<file path="src/hw/fpl_cfg.svh">
/*
 Front-panel indicator block: offsets, codes and timing figures.
 Assumes a single 200 MHz system clock; included by bare name.
*/
`ifndef FPL_CFG_SVH
`define FPL_CFG_SVH

// Clock rate and times
`define FPL_CLK_MHZ   200
`define FPL_HOLD_MS   5000
`define FPL_DEB_MS    20
`define FPL_ON_MS     250
`define FPL_OFF_MS    250
`define FPL_PAUSE_MS  1000
`define FPL_ACT_MS    50
`define FPL_RST_CYC   5'h10

// Bit positions in the synchronised pin vector
`define FPL_PIN_ON    0
`define FPL_PIN_PRI   1
`define FPL_PIN_SEC   2
`define FPL_PIN_PSU   3
`define FPL_PIN_BASE  4

// Ethernet speed codes from the PHY
`define FPL_SPD_100   2'h1
`define FPL_SPD_1000  2'h2

// Blink group sizes
`define FPL_N_AUTO    3'h2
`define FPL_N_USER    3'h3
`define FPL_N_EXC     3'h4

`endif

</file>
<file path="src/hw/fpl_pkg.sv">
/*
 Types shared by the front-panel indicator block.
 Assumes nothing beyond the constants header.
*/
package fpl_pkg;

    typedef enum logic [1:0] {
        BL_OFF,
        BL_SOLID,
        BL_CONT,
        BL_GROUP
    } fpl_blink_t;

    typedef enum logic [1:0] {
        PH_ON,
        PH_OFF,
        PH_PAUSE
    } fpl_bph_t;

endpackage

</file>
<file path="src/hw/fpl_btn_if.sv">
/*
 Press events from the reset-button timer to the panel controller.
 Assumes both ends share the system clock.
*/
`timescale 1ns/100ps
`default_nettype none

interface fpl_btn_if;
    logic short_rel;
    logic long_hit;
    logic long_rel;
    logic held;

    modport drv (output short_rel, output long_hit, output long_rel,
                 output held);
    modport use_ (input short_rel, input long_hit, input long_rel,
                  input held);
endinterface

`default_nettype wire

</file>
<file path="src/hw/fpl_button.sv">
/*
 Reset button synchroniser, debouncer and press-length timer.
 Assumes an active-low button pin, asynchronous to clk.
*/
`timescale 1ns/100ps
`default_nettype none

module fpl_button #(
    parameter int unsigned DEB_CYC  = 32'd4000000,
    parameter int unsigned HOLD_CYC = 32'd1000000000
) (
    // Clock and reset
    input  wire logic clk,
    input  wire logic sys_rst,
    // Button pin
    input  wire logic rst_btn_n,
    // Press events
    fpl_btn_if.drv    btn
);

    typedef struct packed {
        logic        s1;
        logic        s2;
        logic        deb;
        logic [31:0] dcnt;
        logic [31:0] hcnt;
        logic        long_;
        logic        short_rel;
        logic        long_hit;
        logic        long_rel;
    } fpl_btn_st_t;

    fpl_btn_st_t st_reg;
    fpl_btn_st_t st_next;

    always_comb begin
        st_next = st_reg;
        st_next.s1 = rst_btn_n;
        st_next.s2 = st_reg.s1;
        st_next.short_rel = 1'b0;
        st_next.long_hit = 1'b0;
        st_next.long_rel = 1'b0;
        // Level must hold steady a full window before it is believed
        if (st_reg.deb == st_reg.s2) begin
            if (st_reg.dcnt == DEB_CYC - 32'd1) begin
                st_next.deb = ~st_reg.s2;
                st_next.dcnt = 32'h0;
            end else begin
                st_next.dcnt = st_reg.dcnt + 32'd1;
            end
        end else begin
            st_next.dcnt = 32'h0;
        end
        if (st_reg.deb) begin
            if (st_reg.hcnt == HOLD_CYC - 32'd1) begin
                st_next.long_ = 1'b1;
                st_next.long_hit = ~st_reg.long_;
            end else begin
                st_next.hcnt = st_reg.hcnt + 32'd1;
            end
            if (st_next.deb == 1'b0) begin
                // Release on the hold mark itself still counts as short
                st_next.long_hit = 1'b0;
                st_next.long_rel = st_reg.long_;
                st_next.short_rel = ~st_reg.long_;
                st_next.long_ = 1'b0;
                st_next.hcnt = 32'h0;
            end
        end
    end

    always_ff @(posedge clk) begin
        if (sys_rst) begin
            st_reg <= '{s1: 1'b1, s2: 1'b1, default: '0};
        end else begin
            st_reg <= st_next;
        end
    end

    assign btn.short_rel = st_reg.short_rel;
    assign btn.long_hit  = st_reg.long_hit;
    assign btn.long_rel  = st_reg.long_rel;
    assign btn.held      = st_reg.deb;
endmodule

`default_nettype wire

</file>
<file path="src/hw/fpl_panel.sv">
/*
 Front-panel indicators and reset-button actions of the controller.
 Assumes firmware flags on clk; pins, PoE and PHY signals are async.
*/
`timescale 1ns/100ps
`default_nettype none
`include "fpl_cfg.svh"

module fpl_panel #(
    parameter int          N_ETH     = 5,
    parameter int          N_POE     = 4,
    parameter int unsigned HOLD_CYC  = `FPL_HOLD_MS * 1000 * `FPL_CLK_MHZ,
    parameter int unsigned DEB_CYC   = `FPL_DEB_MS * 1000 * `FPL_CLK_MHZ,
    parameter int unsigned ON_CYC    = `FPL_ON_MS * 1000 * `FPL_CLK_MHZ,
    // Off and pause follow the on time, so one figure sets the code pace
    parameter int unsigned OFF_CYC   = ON_CYC * (`FPL_OFF_MS / `FPL_ON_MS),
    parameter int unsigned PAUSE_CYC = ON_CYC * (`FPL_PAUSE_MS / `FPL_ON_MS),
    parameter int unsigned ACT_CYC   = `FPL_ACT_MS * 1000 * `FPL_CLK_MHZ
) (
    // Clock and reset
    input  wire logic             clk,
    input  wire logic             sys_rst,
    // Supply monitor pins
    input  wire logic             sys_on,
    input  wire logic             primary_supply_input,
    input  wire logic             secondary_supply_input,
    input  wire logic             psu_fail,
    // Port pins
    input  wire logic [N_POE-1:0] poe_pwr,
    input  wire logic [N_ETH-1:0] eth_link,
    input  wire logic [N_ETH-1:0] eth_act,
    input  wire logic [2*N_ETH-1:0] eth_spd,
    // Button pin
    input  wire logic             rst_btn_n,
    // Firmware flags
    input  wire logic             init_done,
    input  wire logic             rt_booting,
    input  wire logic             desktop_os,
    input  wire logic             drive_access,
    input  wire logic             safe_auto,
    input  wire logic             boot_fail,
    input  wire logic             exc_evt,
    input  wire logic             addr_static_set,
    input  wire logic [1:0]       software_user_indicator,
    input  wire logic [1:0]       logic_user_indicator,
    // Panel lights
    output logic                  pwr_led_grn,
    output logic                  pwr_led_yel,
    output logic                  stat_led_yel,
    output logic                  stat_led_red,
    output logic [1:0]            user_sw_led,
    output logic [1:0]            user_logic_led,
    output logic [N_POE-1:0]      poe_led,
    output logic [N_ETH-1:0]      spd_led_grn,
    output logic [N_ETH-1:0]      spd_led_amb,
    output logic [N_ETH-1:0]      lnk_led,
    // System actions
    output logic                  cpu_reset,
    output logic                  safe_mode,
    output logic                  console_en,
    output logic                  net_reset,
    output logic                  addr_auto
);

    localparam int PW  = `FPL_PIN_BASE + N_POE + 4 * N_ETH;
    localparam int LNK = `FPL_PIN_BASE + N_POE;
    localparam int ACT = LNK + N_ETH;
    localparam int SPD = ACT + N_ETH;

    typedef struct packed {
        logic [PW-1:0]       pin1;
        logic [PW-1:0]       pin2;
        fpl_pkg::fpl_bph_t   bph;
        logic [31:0]         bcnt;
        logic [2:0]          blk;
        fpl_pkg::fpl_blink_t mode_prev;
        logic [2:0]          n_prev;
        logic [31:0]         acnt;
        logic                wave;
        logic [N_ETH-1:0]    act_hold;
        logic                safe;
        logic                console;
        logic                addr_auto;
        logic                net_rst;
        logic [4:0]          rcnt;
        logic                cpu_rst;
        logic                exc_seen;
        logic                exc_lock;
        logic                pwr_g;
        logic                pwr_y;
        logic                st_y;
        logic                st_r;
        logic [1:0]          u_sw;
        logic [1:0]          u_lg;
        logic [N_POE-1:0]    poe;
        logic [N_ETH-1:0]    sg;
        logic [N_ETH-1:0]    sa;
        logic [N_ETH-1:0]    lk;
    } fpl_st_t;

    fpl_st_t             st_reg;
    fpl_st_t             st_next;
    fpl_pkg::fpl_blink_t mode;
    logic [2:0]          grp_n;
    logic                red_sel;
    logic                lit;
    logic [PW-1:0]       pins;
    logic [PW-1:0]       s;

    fpl_btn_if btn ();

    fpl_button #(
        .DEB_CYC  (DEB_CYC),
        .HOLD_CYC (HOLD_CYC)
    ) u_btn (
        .clk       (clk),
        .sys_rst   (sys_rst),
        .rst_btn_n (rst_btn_n),
        .btn       (btn)
    );

    assign pins = {eth_spd, eth_act, eth_link, poe_pwr, psu_fail,
                   secondary_supply_input, primary_supply_input, sys_on};
    assign s = st_reg.pin2;

    ////////////////////////////////////////////////////////////////////////
    // Status light selection, most urgent first
    always_comb begin
        red_sel = 1'b0;
        grp_n = 3'h0;
        if (s[`FPL_PIN_PSU]) begin
            mode = fpl_pkg::BL_CONT;
            red_sel = 1'b1;
        end else if (st_reg.exc_lock) begin
            mode = fpl_pkg::BL_GROUP;
            grp_n = `FPL_N_EXC;
        end else if (st_reg.safe) begin
            mode = fpl_pkg::BL_GROUP;
            grp_n = `FPL_N_USER;
        end else if (safe_auto) begin
            mode = fpl_pkg::BL_GROUP;
            grp_n = `FPL_N_AUTO;
        end else if (boot_fail) begin
            mode = fpl_pkg::BL_CONT;
        end else if (rt_booting || (desktop_os && drive_access)) begin
            mode = fpl_pkg::BL_SOLID;
        end else if (init_done) begin
            mode = fpl_pkg::BL_OFF;
        end else begin
            // Still coming up with no flag yet: show as booting
            mode = fpl_pkg::BL_SOLID;
        end
        lit = (mode == fpl_pkg::BL_SOLID) ||
              ((mode == fpl_pkg::BL_CONT || mode == fpl_pkg::BL_GROUP) &&
               st_reg.bph == fpl_pkg::PH_ON);
    end

    ////////////////////////////////////////////////////////////////////////
    always_comb begin
        st_next = st_reg;
        st_next.pin1 = pins;
        st_next.pin2 = st_reg.pin1;

        // Blink engine; restarts cleanly so a new code starts with a blink
        st_next.bcnt = st_reg.bcnt + 32'd1;
        if (mode != st_reg.mode_prev || grp_n != st_reg.n_prev) begin
            st_next.bph = fpl_pkg::PH_ON;
            st_next.bcnt = 32'h0;
            st_next.blk = 3'h0;
        end else begin
            case (st_reg.bph)
                fpl_pkg::PH_ON: begin
                    if (st_reg.bcnt == ON_CYC - 32'd1) begin
                        st_next.bph = fpl_pkg::PH_OFF;
                        st_next.bcnt = 32'h0;
                        st_next.blk = st_reg.blk + 3'h1;
                    end
                end
                fpl_pkg::PH_OFF: begin
                    if (st_reg.bcnt == OFF_CYC - 32'd1) begin
                        st_next.bcnt = 32'h0;
                        if (mode == fpl_pkg::BL_GROUP &&
                            st_reg.blk == grp_n) begin
                            st_next.bph = fpl_pkg::PH_PAUSE;
                            st_next.blk = 3'h0;
                        end else begin
                            st_next.bph = fpl_pkg::PH_ON;
                        end
                    end
                end
                default: begin
                    if (st_reg.bcnt == PAUSE_CYC - 32'd1) begin
                        st_next.bph = fpl_pkg::PH_ON;
                        st_next.bcnt = 32'h0;
                    end
                end
            endcase
        end
        st_next.mode_prev = mode;
        st_next.n_prev = grp_n;
        st_next.st_y = lit && !red_sel;
        st_next.st_r = lit && red_sel;

        // Power and user lights
        st_next.pwr_g = s[`FPL_PIN_ON] && s[`FPL_PIN_PRI];
        st_next.pwr_y = s[`FPL_PIN_ON] && !s[`FPL_PIN_PRI] &&
                        s[`FPL_PIN_SEC];
        st_next.u_sw = software_user_indicator;
        st_next.u_lg = logic_user_indicator;
        st_next.poe = s[`FPL_PIN_BASE +: N_POE];

        // Shared traffic blink; a burst is held only until the current period ends
        if (st_reg.acnt == ACT_CYC - 32'd1) begin
            st_next.acnt = 32'h0;
            st_next.wave = ~st_reg.wave;
            st_next.act_hold = '0;
        end else begin
            st_next.acnt = st_reg.acnt + 32'd1;
        end
        for (int i = 0; i < N_ETH; i++) begin
            if (s[ACT + i]) begin
                st_next.act_hold[i] = 1'b1;
            end
            st_next.sg[i] = s[LNK + i] &&
                            s[SPD + 2*i +: 2] == `FPL_SPD_100;
            st_next.sa[i] = s[LNK + i] &&
                            s[SPD + 2*i +: 2] == `FPL_SPD_1000;
            st_next.lk[i] = s[LNK + i] &&
                            !(st_reg.act_hold[i] && st_reg.wave);
        end

        // Button actions
        st_next.net_rst = 1'b0;
        st_next.rcnt = (st_reg.rcnt != 5'h0) ? st_reg.rcnt - 5'h1 : 5'h0;
        if (btn.short_rel) begin
            st_next.rcnt = `FPL_RST_CYC;
            st_next.safe = 1'b0;
            st_next.console = 1'b0;
            st_next.exc_seen = 1'b0;
            st_next.exc_lock = 1'b0;
        end
        if (btn.long_rel && !st_reg.safe) begin
            st_next.rcnt = `FPL_RST_CYC;
            st_next.safe = 1'b1;
            st_next.console = 1'b1;
            st_next.exc_seen = 1'b0;
            st_next.exc_lock = 1'b0;
        end
        if (addr_static_set) begin
            st_next.addr_auto = 1'b0;
        end
        if (btn.long_hit && st_reg.safe) begin
            st_next.net_rst = 1'b1;
            st_next.addr_auto = 1'b1;
        end

        // Exceptions; a clean start forgets the first one
        if (init_done && !st_reg.exc_lock) begin
            st_next.exc_seen = 1'b0;
        end
        if (exc_evt) begin
            if (st_reg.exc_seen) begin
                st_next.exc_lock = 1'b1;
            end else begin
                st_next.exc_seen = 1'b1;
                st_next.rcnt = `FPL_RST_CYC;
            end
        end
        st_next.cpu_rst = st_next.rcnt != 5'h0;
    end

    always_ff @(posedge clk) begin
        if (sys_rst) begin
            st_reg <= '{bph: fpl_pkg::PH_ON, mode_prev: fpl_pkg::BL_OFF,
                        addr_auto: 1'b1, default: '0};
        end else begin
            st_reg <= st_next;
        end
    end

    assign pwr_led_grn    = st_reg.pwr_g;
    assign pwr_led_yel    = st_reg.pwr_y;
    assign stat_led_yel   = st_reg.st_y;
    assign stat_led_red   = st_reg.st_r;
    assign user_sw_led    = st_reg.u_sw;
    assign user_logic_led = st_reg.u_lg;
    assign poe_led        = st_reg.poe;
    assign spd_led_grn    = st_reg.sg;
    assign spd_led_amb    = st_reg.sa;
    assign lnk_led        = st_reg.lk;
    assign cpu_reset      = st_reg.cpu_rst;
    assign safe_mode      = st_reg.safe;
    assign console_en     = st_reg.console;
    assign net_reset      = st_reg.net_rst;
    assign addr_auto      = st_reg.addr_auto;
endmodule

`default_nettype wire

</file>
<file path="config.mk">
export PLATFORM = sky130hd
export DESIGN_NAME = fpl_panel
export DESIGN_NICKNAME = d
export VERILOG_FILES = /design/src/hw/fpl_pkg.sv /design/src/hw/fpl_btn_if.sv /design/src/hw/fpl_button.sv /design/src/hw/fpl_panel.sv
export VERILOG_INCLUDE_DIRS = /design/src /design/src/hw
export SDC_FILE = /design/constraint.sdc
export NUM_CORES = 1
export LEC_CHECK = 0
export BUFFER_PORTS_ARGS = -buffer_cell sky130_fd_sc_hd__buf_2
export CAP_MARGIN = 40
export CELL_PAD_IN_SITES_DETAIL_PLACEMENT = 0
export CELL_PAD_IN_SITES_GLOBAL_PLACEMENT = 1
export CORE_MARGIN = 10
export CORE_UTILIZATION = 42
export DETAILED_ROUTE_END_ITERATION = 12
export GPL_TIMING_DRIVEN = 0
export PLACE_DENSITY = 0.74
export SETUP_SLACK_MARGIN = 0.05
export SLEW_MARGIN = 40
export SYNTH_ARGS = -nofsm -noshare
export SYNTH_HDL_FRONTEND = slang
export SYNTH_SLANG_ARGS = --single-unit
</file>
<file path="constraint.sdc">
create_clock -name clk -period 2 [get_ports clk]
set_input_delay 0.2 -clock clk [delete_from_list [all_inputs] [get_ports clk]]
set_output_delay 0.2 -clock clk [all_outputs]
set_load 0.05 [all_outputs]
</file>
* Word-level counts from Yosys, hierarchy flattened
Index checks and enable logic that the tools add are counted.
Widths: inputs -> output; s select.
** Storage, ports and cells
- Logic and storage cells :: 192
- Bits in registers :: 246
- Input bits :: 43
** Operators by class
- Reductions and logical operators :: 65
- Muxes and demuxes :: 45
- Eq/ne operators :: 28
- Bitwise gates (word level) :: 7
- Add/subtract/negate cells :: 6
** Operators with widths (number)
- $add 32x1->32 const B :: 4
- $mux 37 :: 2
- $pmux 34 s2 :: 1
- $mux 36 :: 1
- $mux 34 :: 1
- $eq 32x22->1 const B :: 1
- $eq 32x24->1 const B :: 1
- $eq 32x26->1 const B :: 1
- $eq 32x28->1 const B :: 1
- $eq 32x30->1 const B :: 1
- $mux 32 :: 1
- $logic_and 1x1->1 :: 31
- $mux 5 :: 6
- $mux 2 :: 13
- $mux 1 :: 16
- $eq 2x1->1 const B :: 7
- $eq 2x2->1 const B :: 7
- $reduce_bool 2->1 :: 7
- $reduce_bool 5->1 :: 2
- $logic_not 1->1 :: 9
- $mux 3 :: 3
- $ne 2x2->1 const B :: 4
- $not 1->1 :: 7
- $pmux 3 s2 :: 1
- 16 further kinds :: 23

* Logic depth before layout (Yosys ltp)
Gate-level depths: netlist (run 1).
- Depth in word-level cells :: 13
- Mapped depth :: 10
- Gate-level depth less buffers :: 7

* Hierarchy
From an unflattened synthesis (run 1), not the netlist that was laid out.
** Unflattened totals
- Cells, all modules :: 1116
- Area total of the unflattened synthesis :: 10413.7 um^2
** Modules (own cells, without submodules)
- fpl_panel :: area an instance 6926.6 um^2, instances 1, cells an instance 703
- fpl_button :: area an instance 3487.1 um^2, instances 1, cells an instance 413

* Worst setup path before layout (run 1)
OpenSTA, ideal clock, no wires.
- Path type :: reg2reg
- Start point :: register u_btn.st_reg[36] (netlist name)
- End point :: register u_btn.st_reg[10] (netlist name)
- Buffers on the path :: 3
- Arrival :: 1988 ps
- Setup slack :: -105 ps
- Cell stages (with the launch flop) :: 10
- Cells stage by stage :: dfxtp_1 ha_1 and4_1 buf_2 nand4_1 or4_1 clkbuf_1 o21ai_1 buf_2 nor2_1
** Between the ends
- Cells in the longest elaborated chain, start to end :: 5
** RTL lines
- from (decl) :: line fpl_button.sv:33 : fpl_btn_st_t st_reg;
- from (signal assigned) :: line fpl_button.sv:76 : st_reg <= st_next;
- $eq 32x22->1 (*) :: line fpl_button.sv:45 : if (st_reg.dcnt == DEB_CYC - 32'd1) begin
- $mux 1 (*) :: line fpl_button.sv:45
- $mux 1 (*) :: line fpl_button.sv:44 : if (st_reg.deb == st_reg.s2) begin
- $ne 2x2->1 (no source line)
- $reduce_and 2->1 (no source line)
Every way passes the cells marked *; elsewhere a longest branch is shown, timed or not.
A chain may end at the register's enable or synchronous reset.

* Worst setup path after layout (run 1)
- Start point :: register u_btn.st_reg[36] (netlist name)
- End point :: register u_btn.st_reg[26] (netlist name)
The elaborated chain is that of the path after synthesis.

==> results of run 1 <==
synth_stat cells (all sizes together), types with 19 or more instances:
cell | instances | area share
dfxtp | 245 | 0.50
nor2 | 147 | 0.057
xor2 | 80 | 0.072
nand2 | 67 | 0.026
nor2b | 67 | 0.043
nand3 | 49 | 0.025
a21oi | 42 | 0.022
nand4 | 41 | 0.026
buf | 39 | 0.029
and3 | 32 | 0.021
clkbuf | 28 | 0.011
xnor2 | 27 | 0.024
and4 | 20 | 0.018
nor4 | 19 | 0.014
o21ai | 19 | 0.010
cell families (layout without fill, tap and decap cells):
logic type	after synthesis	after routing	synth area share
xor gates and xnor gates	107	107	0.0964
and+or+nand+nor	527	527	0.291
DFF	245	245	0.505
other	0	1	0
AOI/OAI and AO/OA	87	87	0.0537
muxes	2	2	0.00206
adders and majority gates	6	6	0.00773
buffers and inverters	79	275	0.0442
layer usage:
metal,part of all wire,up-vias,track usage
met5,0,-,0
met1,0.46,3592,0.190
met3,0.030,39,0.0258
li1,-,3950,-
met4,0.022,0,0.0446
met2,0.49,81,0.255
report_power, final:
group	internal (W)	switching (W)	leakage, nW
Sequential	0.00499	0.0000571	2.01
Combinational	0.000271	0.000319	2.32
Clock	0.00380	0.00203	0.512
Total	0.00906	0.00241	4.83
worst max-delay path, cell delays in order (launching register included):
cell	delay (ns)
dfxtp_4	0.36
ha_4	0.13
and4_4	0.23
nand4_1	0.12
or4_1	0.53
clkbuf_8	0.17
o21ai_4	0.32
clkbuf_16	0.23
a21oi_2	0.03
cell type report:
cell class / instances / area (um2)
plain buffers: 55 / 425
clock buffers: 30 / 697
repair buffers: 159 / 1220
multi-input cells: 729 / 5080
flip-flops and latches: 245 / 4950
diodes: 1 / 2.50
clock inverters: 19 / 362
inverters: 12 / 45.0
fillers: 2009 / 9580
well taps: 285 / 357
through the flow:
step                      hold slack, ns  TNS, ns  area (um2)
after global routing              0.0348    -9.88       13100
after floorplan                    0.304   -0.295        9810
after CTS                        0.00607    -3.86       12400
after global placement             0.387   -32.19       10500
final                             0.0242    -6.32       13100
after detailed placement           0.388   -29.51       10500
final timing paths:
kind | startpoint | end | slack [ns] | cells past startpoint
setup / recovery | u_btn.st_reg[36]$_SDFF_PP0_ | u_btn.st_reg[26]$_SDFFE_PP0P_ | -0.23 | 8
hold / removal | init_done | st_reg[28]$_SDFF_PP0_ | 0.02 | 4
setup reg to reg | u_btn.st_reg[36]$_SDFF_PP0_ | u_btn.st_reg[26]$_SDFFE_PP0P_ | -0.23 | 8
hold reg to reg | s[20]$_SDFF_PP0_ | spd_led_amb[1]$_SDFF_PP0_ | 0.41 | 1
repair_timing:
action,CTS,global route
hold endpoints to repair,35,0
gates resized for setup,78,152
buffers inserted,25,20
cloned,4,4
pin swaps,29,59
setup endpoints to repair,138,136
hold buffers,34,0
==> impl_metrics.csv, run 1 <==
group,metric,value,unit
worst_setup_path,crit_fanout,6,
worst_setup_path,worstSetupPathType,"flop to flop",
placed_design,port_buffers,73,
worst_setup_path,cp-end-kind,"flop",
placed_design,place_inst,1411,
cells_and_area,final_nets,1278,
timing,finalCritPeriodShare,1.12,
logic_synthesis,synth_ff_type,"dfxtp_1",
cts,clkSlewWorstSetupHoldPaths,0.06,ns
cells_and_area,final_util,0.578,
flow_run,maxCapViolCount,0,
global_routing,overflow,0,
global_routing,grt.total_usage,0.150,
route,first_pass_iters,5,
timing,final_max_slew_viol_count,0,
global_routing,grt_first_pass_wirelength,37000,um
placed_design,dp_hpwl,14900,um
timing,fmax,448,MHz
power_and_ir_drop,power.total,0.0115,W
logic_synthesis,syn_nets,1102,
floorplan,die_area,29600,um2
worst_setup_path,start_kind,"flop",
hold_path,hold_path.class,"input port to flop",
cts,cts_tree,"done",
logic_synthesis,syn_area,9720,um2
cells_and_area,drive_gt1_frac,0.299,
cells_and_area,final_common_cell,"dfxtp_1",
floorplan,io_pins,75,
cts,clockBufferDepth,3,
logic_synthesis,ys_ff_latch,245,
logic_synthesis,syn_inst,1053,
timing,max-slew-margin-rel,0.482,
route,routed_wl,22800,um
timing,grt_setup_unrepaired,"true",
cts,cts_max_level,1,
floorplan,initial_core_util,0.428,
worst_setup_path,required,2.42,ns
logic_synthesis,avgSynthCellArea,9.23,um2
timing,clock-skew-final,0.0115,ns
cts,cts_buffers,27,
power_and_ir_drop,power_per_cell_area,874,nW/um2
outcome,status,"finished with violations",
worst_setup_path,critPathArrivalTime,2.65,ns
route,vias,7662,
logic_synthesis,yosysUniqueCellTypes,60,
floorplan,die_width,172,um
floorplan,rows,55,
power_and_ir_drop,power_leakage,4.83,nW
timing,worst_pin_slew,0.768,ns
cells_and_area,area_delta_synth_final,35.2,%
outcome,violations,"setup timing",
global_routing,grt_max_degree,15,
placed_design,pre_cts_ws,-0.410,ns
cts,cts_root_buffer,"clkbuf_16",
logic_synthesis,seq_area_frac_synth,0.505,
timing,period_needed,2.23,ns
route,antenna_left,0,
cells_and_area,final_cell_mix,"220 x dfxtp_1, 97 x nor2_1, 79 x xor2_1",
cts,cts_sinks,245,
route,dr.first_iter.drc_count,357,
power_and_ir_drop,ir_drop,0.544,mV
floorplan,core_area,22700,um2
timing,hold_viol,0,
logic_synthesis,synth-edff-count,0,
logic_synthesis,ys_warn_count,0,
timing,fin_ws,-0.233,ns
route,wl_per_cell,14.9,um
cells_and_area,largest_reg_flops,87,
logic_synthesis,async_flop_share,0,
global_routing,grt_pass1_vias,7517,
cells_and_area,fin_cells,1535,
floorplan,dieHeight,172,um
route,viasPerCell,4.99,
timing,finalSetupViolCount,33,
cts,clk_latency,0.53,ns
route,drc,0,
global_routing,antenna_found_initial,0,
placed_design,gp_congestion,0.799,
Note: power is estimated with default switching activity, not from simulation.
==> run 2: changes to the inputs <==
Settings changed: CORE_UTILIZATION 42 to 50, PLACE_DENSITY 0.74 to 0.83.
Clock period 2 ns to 2.8 ns, I/O delays scaled along.
==> impl_metrics.csv, run 2 (same netlist as run 1, synthesis figures left out) <==
group,metric,value,unit
outcome,status,"finished, final reports clean",
placed_design,gp_congestion,0.811,
global_routing,antenna_found_initial,1,
route,wl_per_cell,14.0,um
worst_setup_path,endpoint,"u_btn.st_reg[10]$_SDFFE_PP0P_",
cells_and_area,final_nets,1236,
worst_setup_path,worstReg2RegEnd,"u_btn.st_reg[10]$_SDFFE_PP0P_",
global_routing,overflow,0,
worst_setup_path,cp-end-kind,"flop",
cts,cts_buffers,26,
cells_and_area,final_area,11700,um2
cells_and_area,area_delta_synth_final,20.0,%
cells_and_area,fin_cells,1468,
cts,clk_latency,0.53,ns
timing,clock-skew-final,0.0153,ns
worst_setup_path,path_buf_inv,3,
cells_and_area,final_common_cell,"dfxtp_1",
placed_design,pre_cts_ws,0.277,ns
timing,fin_tns_setup,0,ns
timing,fmax,399,MHz
cells_and_area,final_cell_mix,"245 x dfxtp_1, 147 x nor2_1, 83 x buf_2",
cts,clkSlewWorstSetupHoldPaths,0.06,ns
placed_design,place_inst,1386,
hold_path,hold_path.class,"input port to flop",
global_routing,use_met1,0.201,
cells_and_area,final-seq-area,4900,um2
global_routing,grt.total_usage,0.158,
global_routing,busiest_layer,"met2",
cts,cts_sinks,245,
route,drc,0,
floorplan,die_width,159,um
worst_setup_path,critPathArrivalTime,2.91,ns
timing,max-slew-margin-rel,0.461,
timing,grt_setup_unrepaired,"false",
power_and_ir_drop,power_per_cell_area,646,nW/um2
timing,final_max_slew_viol_count,0,
worst_setup_path,crit_slowest_cell,"or4_1",
cts,clockBufferDepth,3,
global_routing,grt_max_degree,15,
floorplan,die_area,25400,um2
floorplan,dieHeight,159,um
worst_setup_path,crit_chain,"ha_1 > and4_1 > buf_2 > nand4_1 > or4_1 > clkbuf_1 > o21ai_1 > buf_2 > nor2_1",
timing,holdWs,0.0492,ns
route,routed_wl,20600,um
timing,finalSetupViolCount,0,
floorplan,initial_core_util,0.514,
timing,period_needed,2.51,ns
cts,cts_root_buffer,"clkbuf_16",
route,viasPerCell,5.11,
power_and_ir_drop,power_leakage,4.37,nW
worst_setup_path,start_kind,"flop",
worst_setup_path,timing.critical_path.from,"u_btn.st_reg[36]$_SDFF_PP0_",
worst_setup_path,cp.depth,9,
cells_and_area,multiInputGateArea,4390,um2
placed_design,dp_hpwl,14400,um
route,vias,7496,
cells_and_area,fillCellCount,1677,
route,first_pass_iters,5,
global_routing,grt_util_met3,0.0274,
placed_design,place_area,10400,um2
cells_and_area,drive_gt1_frac,0.144,
worst_setup_path,r2r_start,"u_btn.st_reg[36]$_SDFF_PP0_",
timing,hold_viol,0,
global_routing,grt_first_pass_wirelength,35100,um
worst_setup_path,critPathMaxStageDelay,0.42,ns
global_routing,grt_pass1_vias,7286,
floorplan,io_pins,75,
worst_setup_path,reg2regPathDepth,9,
timing,finalCritPeriodShare,0.896,
cts,cts_max_level,1,
worst_setup_path,worstSetupPathType,"flop to flop",
placed_design,port_buffers,73,
timing,fin_ws,0.292,ns
cells_and_area,largest_reg_flops,87,
worst_setup_path,cp_top_family,"simple AND/OR/NAND/NOR gates",
power_and_ir_drop,ir_drop,0.490,mV
worst_setup_path,path_common_cell,"buf_2",
route,dr.first_iter.drc_count,342,
floorplan,core_area,18900,um2
flow_run,maxCapViolCount,0,
cts,cts_tree,"done",
worst_setup_path,crit_fanout,10,
route,antenna_left,0,
worst_setup_path,rrSetupSlack,0.29,ns
cts,cts_resized,0,
worst_setup_path,required,3.20,ns
global_routing,gr-usage-met2,0.270,
timing,worst_pin_slew,0.802,ns
floorplan,rows,50,
==> run 2: area by class of cell <==
cell class / count / share of cell area
Antenna cell: 1 / 0.000215
Buffer: 67 / 0.0329
Clock buffer: 39 / 0.0660
Clock inverter: 9 / 0.0122
Inverter: 12 / 0.00386
Multi-Input combinational cell: 729 / 0.376
Sequential cell: 245 / 0.421
Tap cell: 260 / 0.0279
Timing Repair Buffer: 106 / 0.0597
==> run 2: worst min-delay path by stage <==
stage / startpoint / endpoint / slack, ns / depth (start not counted)
finish: addr_static_set / addr_auto$_SDFFE_PP1P_ / 0.05 / 3
floorplan: rst_btn_n / u_btn.st_next[69]$_SDFF_PP1_ / 0.38 / 1
detailed placement: s[21]$_SDFF_PP0_ / spd_led_grn[1]$_SDFF_PP0_ / 0.40 / 1
global route: addr_static_set / addr_auto$_SDFFE_PP1P_ / 0.06 / 3
CTS: addr_static_set / addr_auto$_SDFFE_PP1P_ / 0.03 / 3
global placement: u_btn.st_next[69]$_SDFF_PP1_ / u_btn.st_reg[69]$_SDFF_PP1_ / 0.39 / 1
==> run 2: layer usage <==
metal | up-vias | share of wire
met1 | 3494 | 0.47
met3 | 35 | 0.034
met4 | 0 | 0.022
met2 | 105 | 0.47
met5 | - | 0
li1 | 3862 | -
==> run 2: per-stage QoR <==
stage | utilization | power [W]
floorplan | - | 0.00390
global placement | 0.551 | 0.00400
detailed placement | 0.551 | 0.00401
CTS | 0.617 | 0.00762
global route | 0.617 | 0.00781
finish | 0.617 | 0.00753
==> run 2: worst reg2reg max path: cells and delay by family, from the launching register on <==
| kind | cells | cell delay (ns) |
|---|---|---|
| AND/OR/NAND/NOR | 4 | 0.85 |
| flip-flops | 1 | 0.36 |
| buffers and inverters | 3 | 0.70 |
| AO/OA/AOI/OAI | 1 | 0.25 |
| adder cells (fa/ha/maj) | 1 | 0.22 |
==> run 2: what timing repair did <==
| item | in CTS | in global routing |
|---|---|---|
| hold buffers | 33 | 0 |
| setup buffers | 0 | 0 |
| hold endpoints to repair | 33 | 0 |
==> run 2: report_power, final <==
group          switching [W]  leakage, nW  internal [W]
Sequential         0.0000370         1.99       0.00357
Clock                0.00138        0.441       0.00218
Combinational       0.000204         1.93      0.000157
==> run 3: changes to the inputs <==
Settings changed: GPL_TIMING_DRIVEN 0 to not set, PLACE_DENSITY 0.83 to 0.82, SYNTH_HIERARCHICAL set to 1.
==> impl_metrics.csv, run 3 <==
group,metric,value,unit
placed_design,place_inst,1404,
timing,clock-skew-final,0.0179,ns
power_and_ir_drop,switchingPower,0.00161,W
cts,cts_root_buffer,"clkbuf_16",
logic_synthesis,synth-edff-count,0,
worst_setup_path,critPathArrivalTime,2.92,ns
logic_synthesis,yosysTopAreaCell,"dfxtp_1",
cells_and_area,final_nets,1245,
floorplan,io_pins,75,
cells_and_area,final_common_cell,"dfxtp_1",
global_routing,antenna_found_initial,0,
timing,final_max_slew_viol_count,0,
power_and_ir_drop,power.total,0.00763,W
flow_run,maxCapViolCount,0,
timing,period_needed,2.48,ns
worst_setup_path,endpoint,"u_btn/st_reg[22]$_SDFFE_PP0P_",
cts,clk_latency,0.52,ns
logic_synthesis,syn_nets,1165,
cells_and_area,fin_cells,1483,
logic_synthesis,ys_ff_latch,245,
global_routing,grt_util_met3,0.0268,
logic_synthesis,avgSynthCellArea,9.33,um2
logic_synthesis,yosysUniqueCellTypes,74,
route,dr.first_iter.drc_count,518,
worst_setup_path,rrSetupSlack,0.32,ns
route,routed_wl,21100,um
global_routing,grt_pass1_vias,7365,
worst_setup_path,required,3.24,ns
floorplan,rows,52,
route,first_pass_iters,5,
worst_setup_path,r2r_start,"u_btn/st_reg[4]$_SDFFE_PP0P_",
worst_setup_path,timing.critical_path.from,"u_btn/st_reg[4]$_SDFFE_PP0P_",
power_and_ir_drop,p_int,0.00602,W
worst_setup_path,worstSetupPathType,"flop to flop",
worst_setup_path,crit_fanout,22,
power_and_ir_drop,p_clk_frac,0.477,
power_and_ir_drop,p_comb_frac,0.049,
placed_design,place_area,10800,um2
placed_design,port_buffers,74,
cells_and_area,final_util,0.593,
timing,finalSetupViolCount,0,
logic_synthesis,async_flop_share,0,
global_routing,grt.total_usage,0.154,
route,viasPerCell,5.26,
timing,finalCritPeriodShare,0.887,
global_routing,busiest_layer,"met2",
global_routing,grt_max_degree,81,
worst_setup_path,reg2regPathDepth,7,
cells_and_area,area_delta_synth_final,15.9,%
timing,grt_setup_unrepaired,"false",
floorplan,die_width,164,um
route,antenna_left,0,
cts,cts_tree,"done",
placed_design,gp_congestion,0.808,
logic_synthesis,synth_top_area_share,0.471,
cells_and_area,final_area,12100,um2
power_and_ir_drop,power_leakage,4.37,nW
logic_synthesis,synth_most_common_cell,"dfxtp_1",
timing,fin_tns_setup,0,ns
cts,cts_max_level,1,
floorplan,die_area,27000,um2
global_routing,gr-usage-met2,0.258,
logic_synthesis,synth_ff_type,"dfxtp_1",
worst_setup_path,start_kind,"flop",
global_routing,overflow,0,
cts,cts_sinks,245,
outcome,status,"finished, final reports clean",
logic_synthesis,ys_warn_count,6,
worst_setup_path,cp-end-kind,"flop",
cts,clkSlewWorstSetupHoldPaths,0.06,ns
cts,cts_buffers,25,
global_routing,grt_first_pass_wirelength,35800,um
timing,fmax,403,MHz
cells_and_area,fillCellCount,1762,
route,drc,0,
route,wl_per_cell,14.2,um
cells_and_area,drive_gt1_frac,0.161,
floorplan,dieHeight,164,um
power_and_ir_drop,ir_drop,0.621,mV
logic_synthesis,seq_area_frac_synth,0.471,
power_and_ir_drop,switching_share,0.211,
floorplan,initial_core_util,0.511,
placed_design,dp_hpwl,14000,um
timing,hold_viol,0,
hold_path,hold_path.class,"input port to flop",
timing,worst_pin_slew,0.751,ns
logic_synthesis,synthTopCellsByCount,"245 x dfxtp_1, 106 x nor2_1, 92 x nand3_1",
power_and_ir_drop,sequentialPowerShare,0.474,
route,vias,7799,
cells_and_area,antenna_cells,0,
cts,clockBufferDepth,3,
power_and_ir_drop,power_per_cell_area,632,nW/um2
global_routing,use_met1,0.204,
logic_synthesis,synth_area_leaders,"dfxtp_1 47%, xor2_1 5.1%, nand3_1 4.4%",
floorplan,core_area,20400,um2
cells_and_area,final_cell_mix,"245 x dfxtp_1, 106 x nor2_1, 92 x nand3_1",
timing,max-slew-margin-rel,0.499,
logic_synthesis,syn_area,10400,um2
logic_synthesis,syn_inst,1116,
worst_setup_path,worstReg2RegEnd,"u_btn/st_reg[22]$_SDFFE_PP0P_",
cells_and_area,largest_reg_flops,87,
cts,cts_resized,0,
[run 3: cell count changes after synthesis, sizes merged, moves of 13 or more]
| cell | change |
|---|---|
| a21oi | -13 |
| inv | +24 |
| nand3 | +44 |
| nor2 | -39 |
| nor3 | +37 |
| xor2 | -18 |
[run 3: cell type report]
type / count / area (um2) / share of cell area
Timing Repair Buffer: 122 / 833 / 0.0690
Multi-Input combinational cell: 766 / 4940 / 0.409
Clock inverter: 12 / 204 / 0.0169
Inverter: 36 / 135 / 0.0112
Tap cell: 270 / 338 / 0.0280
Clock buffer: 32 / 722 / 0.0598
Sequential cell: 245 / 4900 / 0.406
[run 3: worst min-delay path by stage]
stage	from	end	slack, ns	depth (start not counted)
final	exc_evt	st_reg[27]$_SDFF_PP0_	0.08	3
after global routing	addr_static_set	addr_auto$_SDFFE_PP1P_	0.07	4
after CTS	addr_static_set	addr_auto$_SDFFE_PP1P_	0.03	4
after detailed placement	s[22]$_SDFF_PP0_	spd_led_amb[2]$_SDFF_PP0_	0.40	1
after global placement	s[18]$_SDFF_PP0_	spd_led_amb[0]$_SDFF_PP0_	0.40	1
after floorplan	rst_btn_n	u_btn/st_next[69]$_SDFF_PP1_	0.38	1
[run 3: stage by stage]
stage / hold WS (ns) / setup WS [ns]
6_report: 0.0823 / 0.317
5_1_grt: 0.0717 / 0.0945
4_1_cts: 0.0264 / 0.324
3_5_place_dp: 0.402 / 0.351
3_3_place_gp: 0.397 / 0.424
2_1_floorplan: 0.384 / 0.618
[run 3: power groups by stage]
stage / clock, W / sequential (W) / combinational (W)
after CTS: 0.00373 / 0.00361 / 0.000380
after global routing: 0.00387 / 0.00362 / 0.000419
final: 0.00364 / 0.00361 / 0.000377
after floorplan: 0 / 0.00370 / 0.000246
after detailed placement: 0 / 0.00369 / 0.000339
after global placement: 0 / 0.00369 / 0.000335
[run 3: logic make-up after synthesis]
family,count (synthesis),share of synthesized area
buffers and inverters,105,0.0549
muxes,5,0.00529
adders and majority gates,6,0.00721
AOI/OAI and AO/OA,85,0.0579
DFF,245,0.471
xor gates and xnor gates,95,0.0806
and+or+nand+nor,575,0.323
[run 3: routing by layer]
metal | vias to the layer above | part of all wire
met5 | - | 0
met4 | 0 | 0.015
met3 | 26 | 0.039
met2 | 115 | 0.48
met1 | 3629 | 0.47
li1 | 4029 | -
[run 3: what timing repair did]
action,4_1_cts,5_1_grt
setup buffers,0,0
hold endpoints to repair,34,0
hold buffers,35,0
[run 3: critical path, cell delays in order (launching register included)]
cell and delay (ns):
dfxtp_1 0.39, ha_1 0.24, and4_1 0.36, nand3_1 0.16, o31a_1 0.47, nor2_4 0.51
inv_1 0.13, a31oi_1 0.17
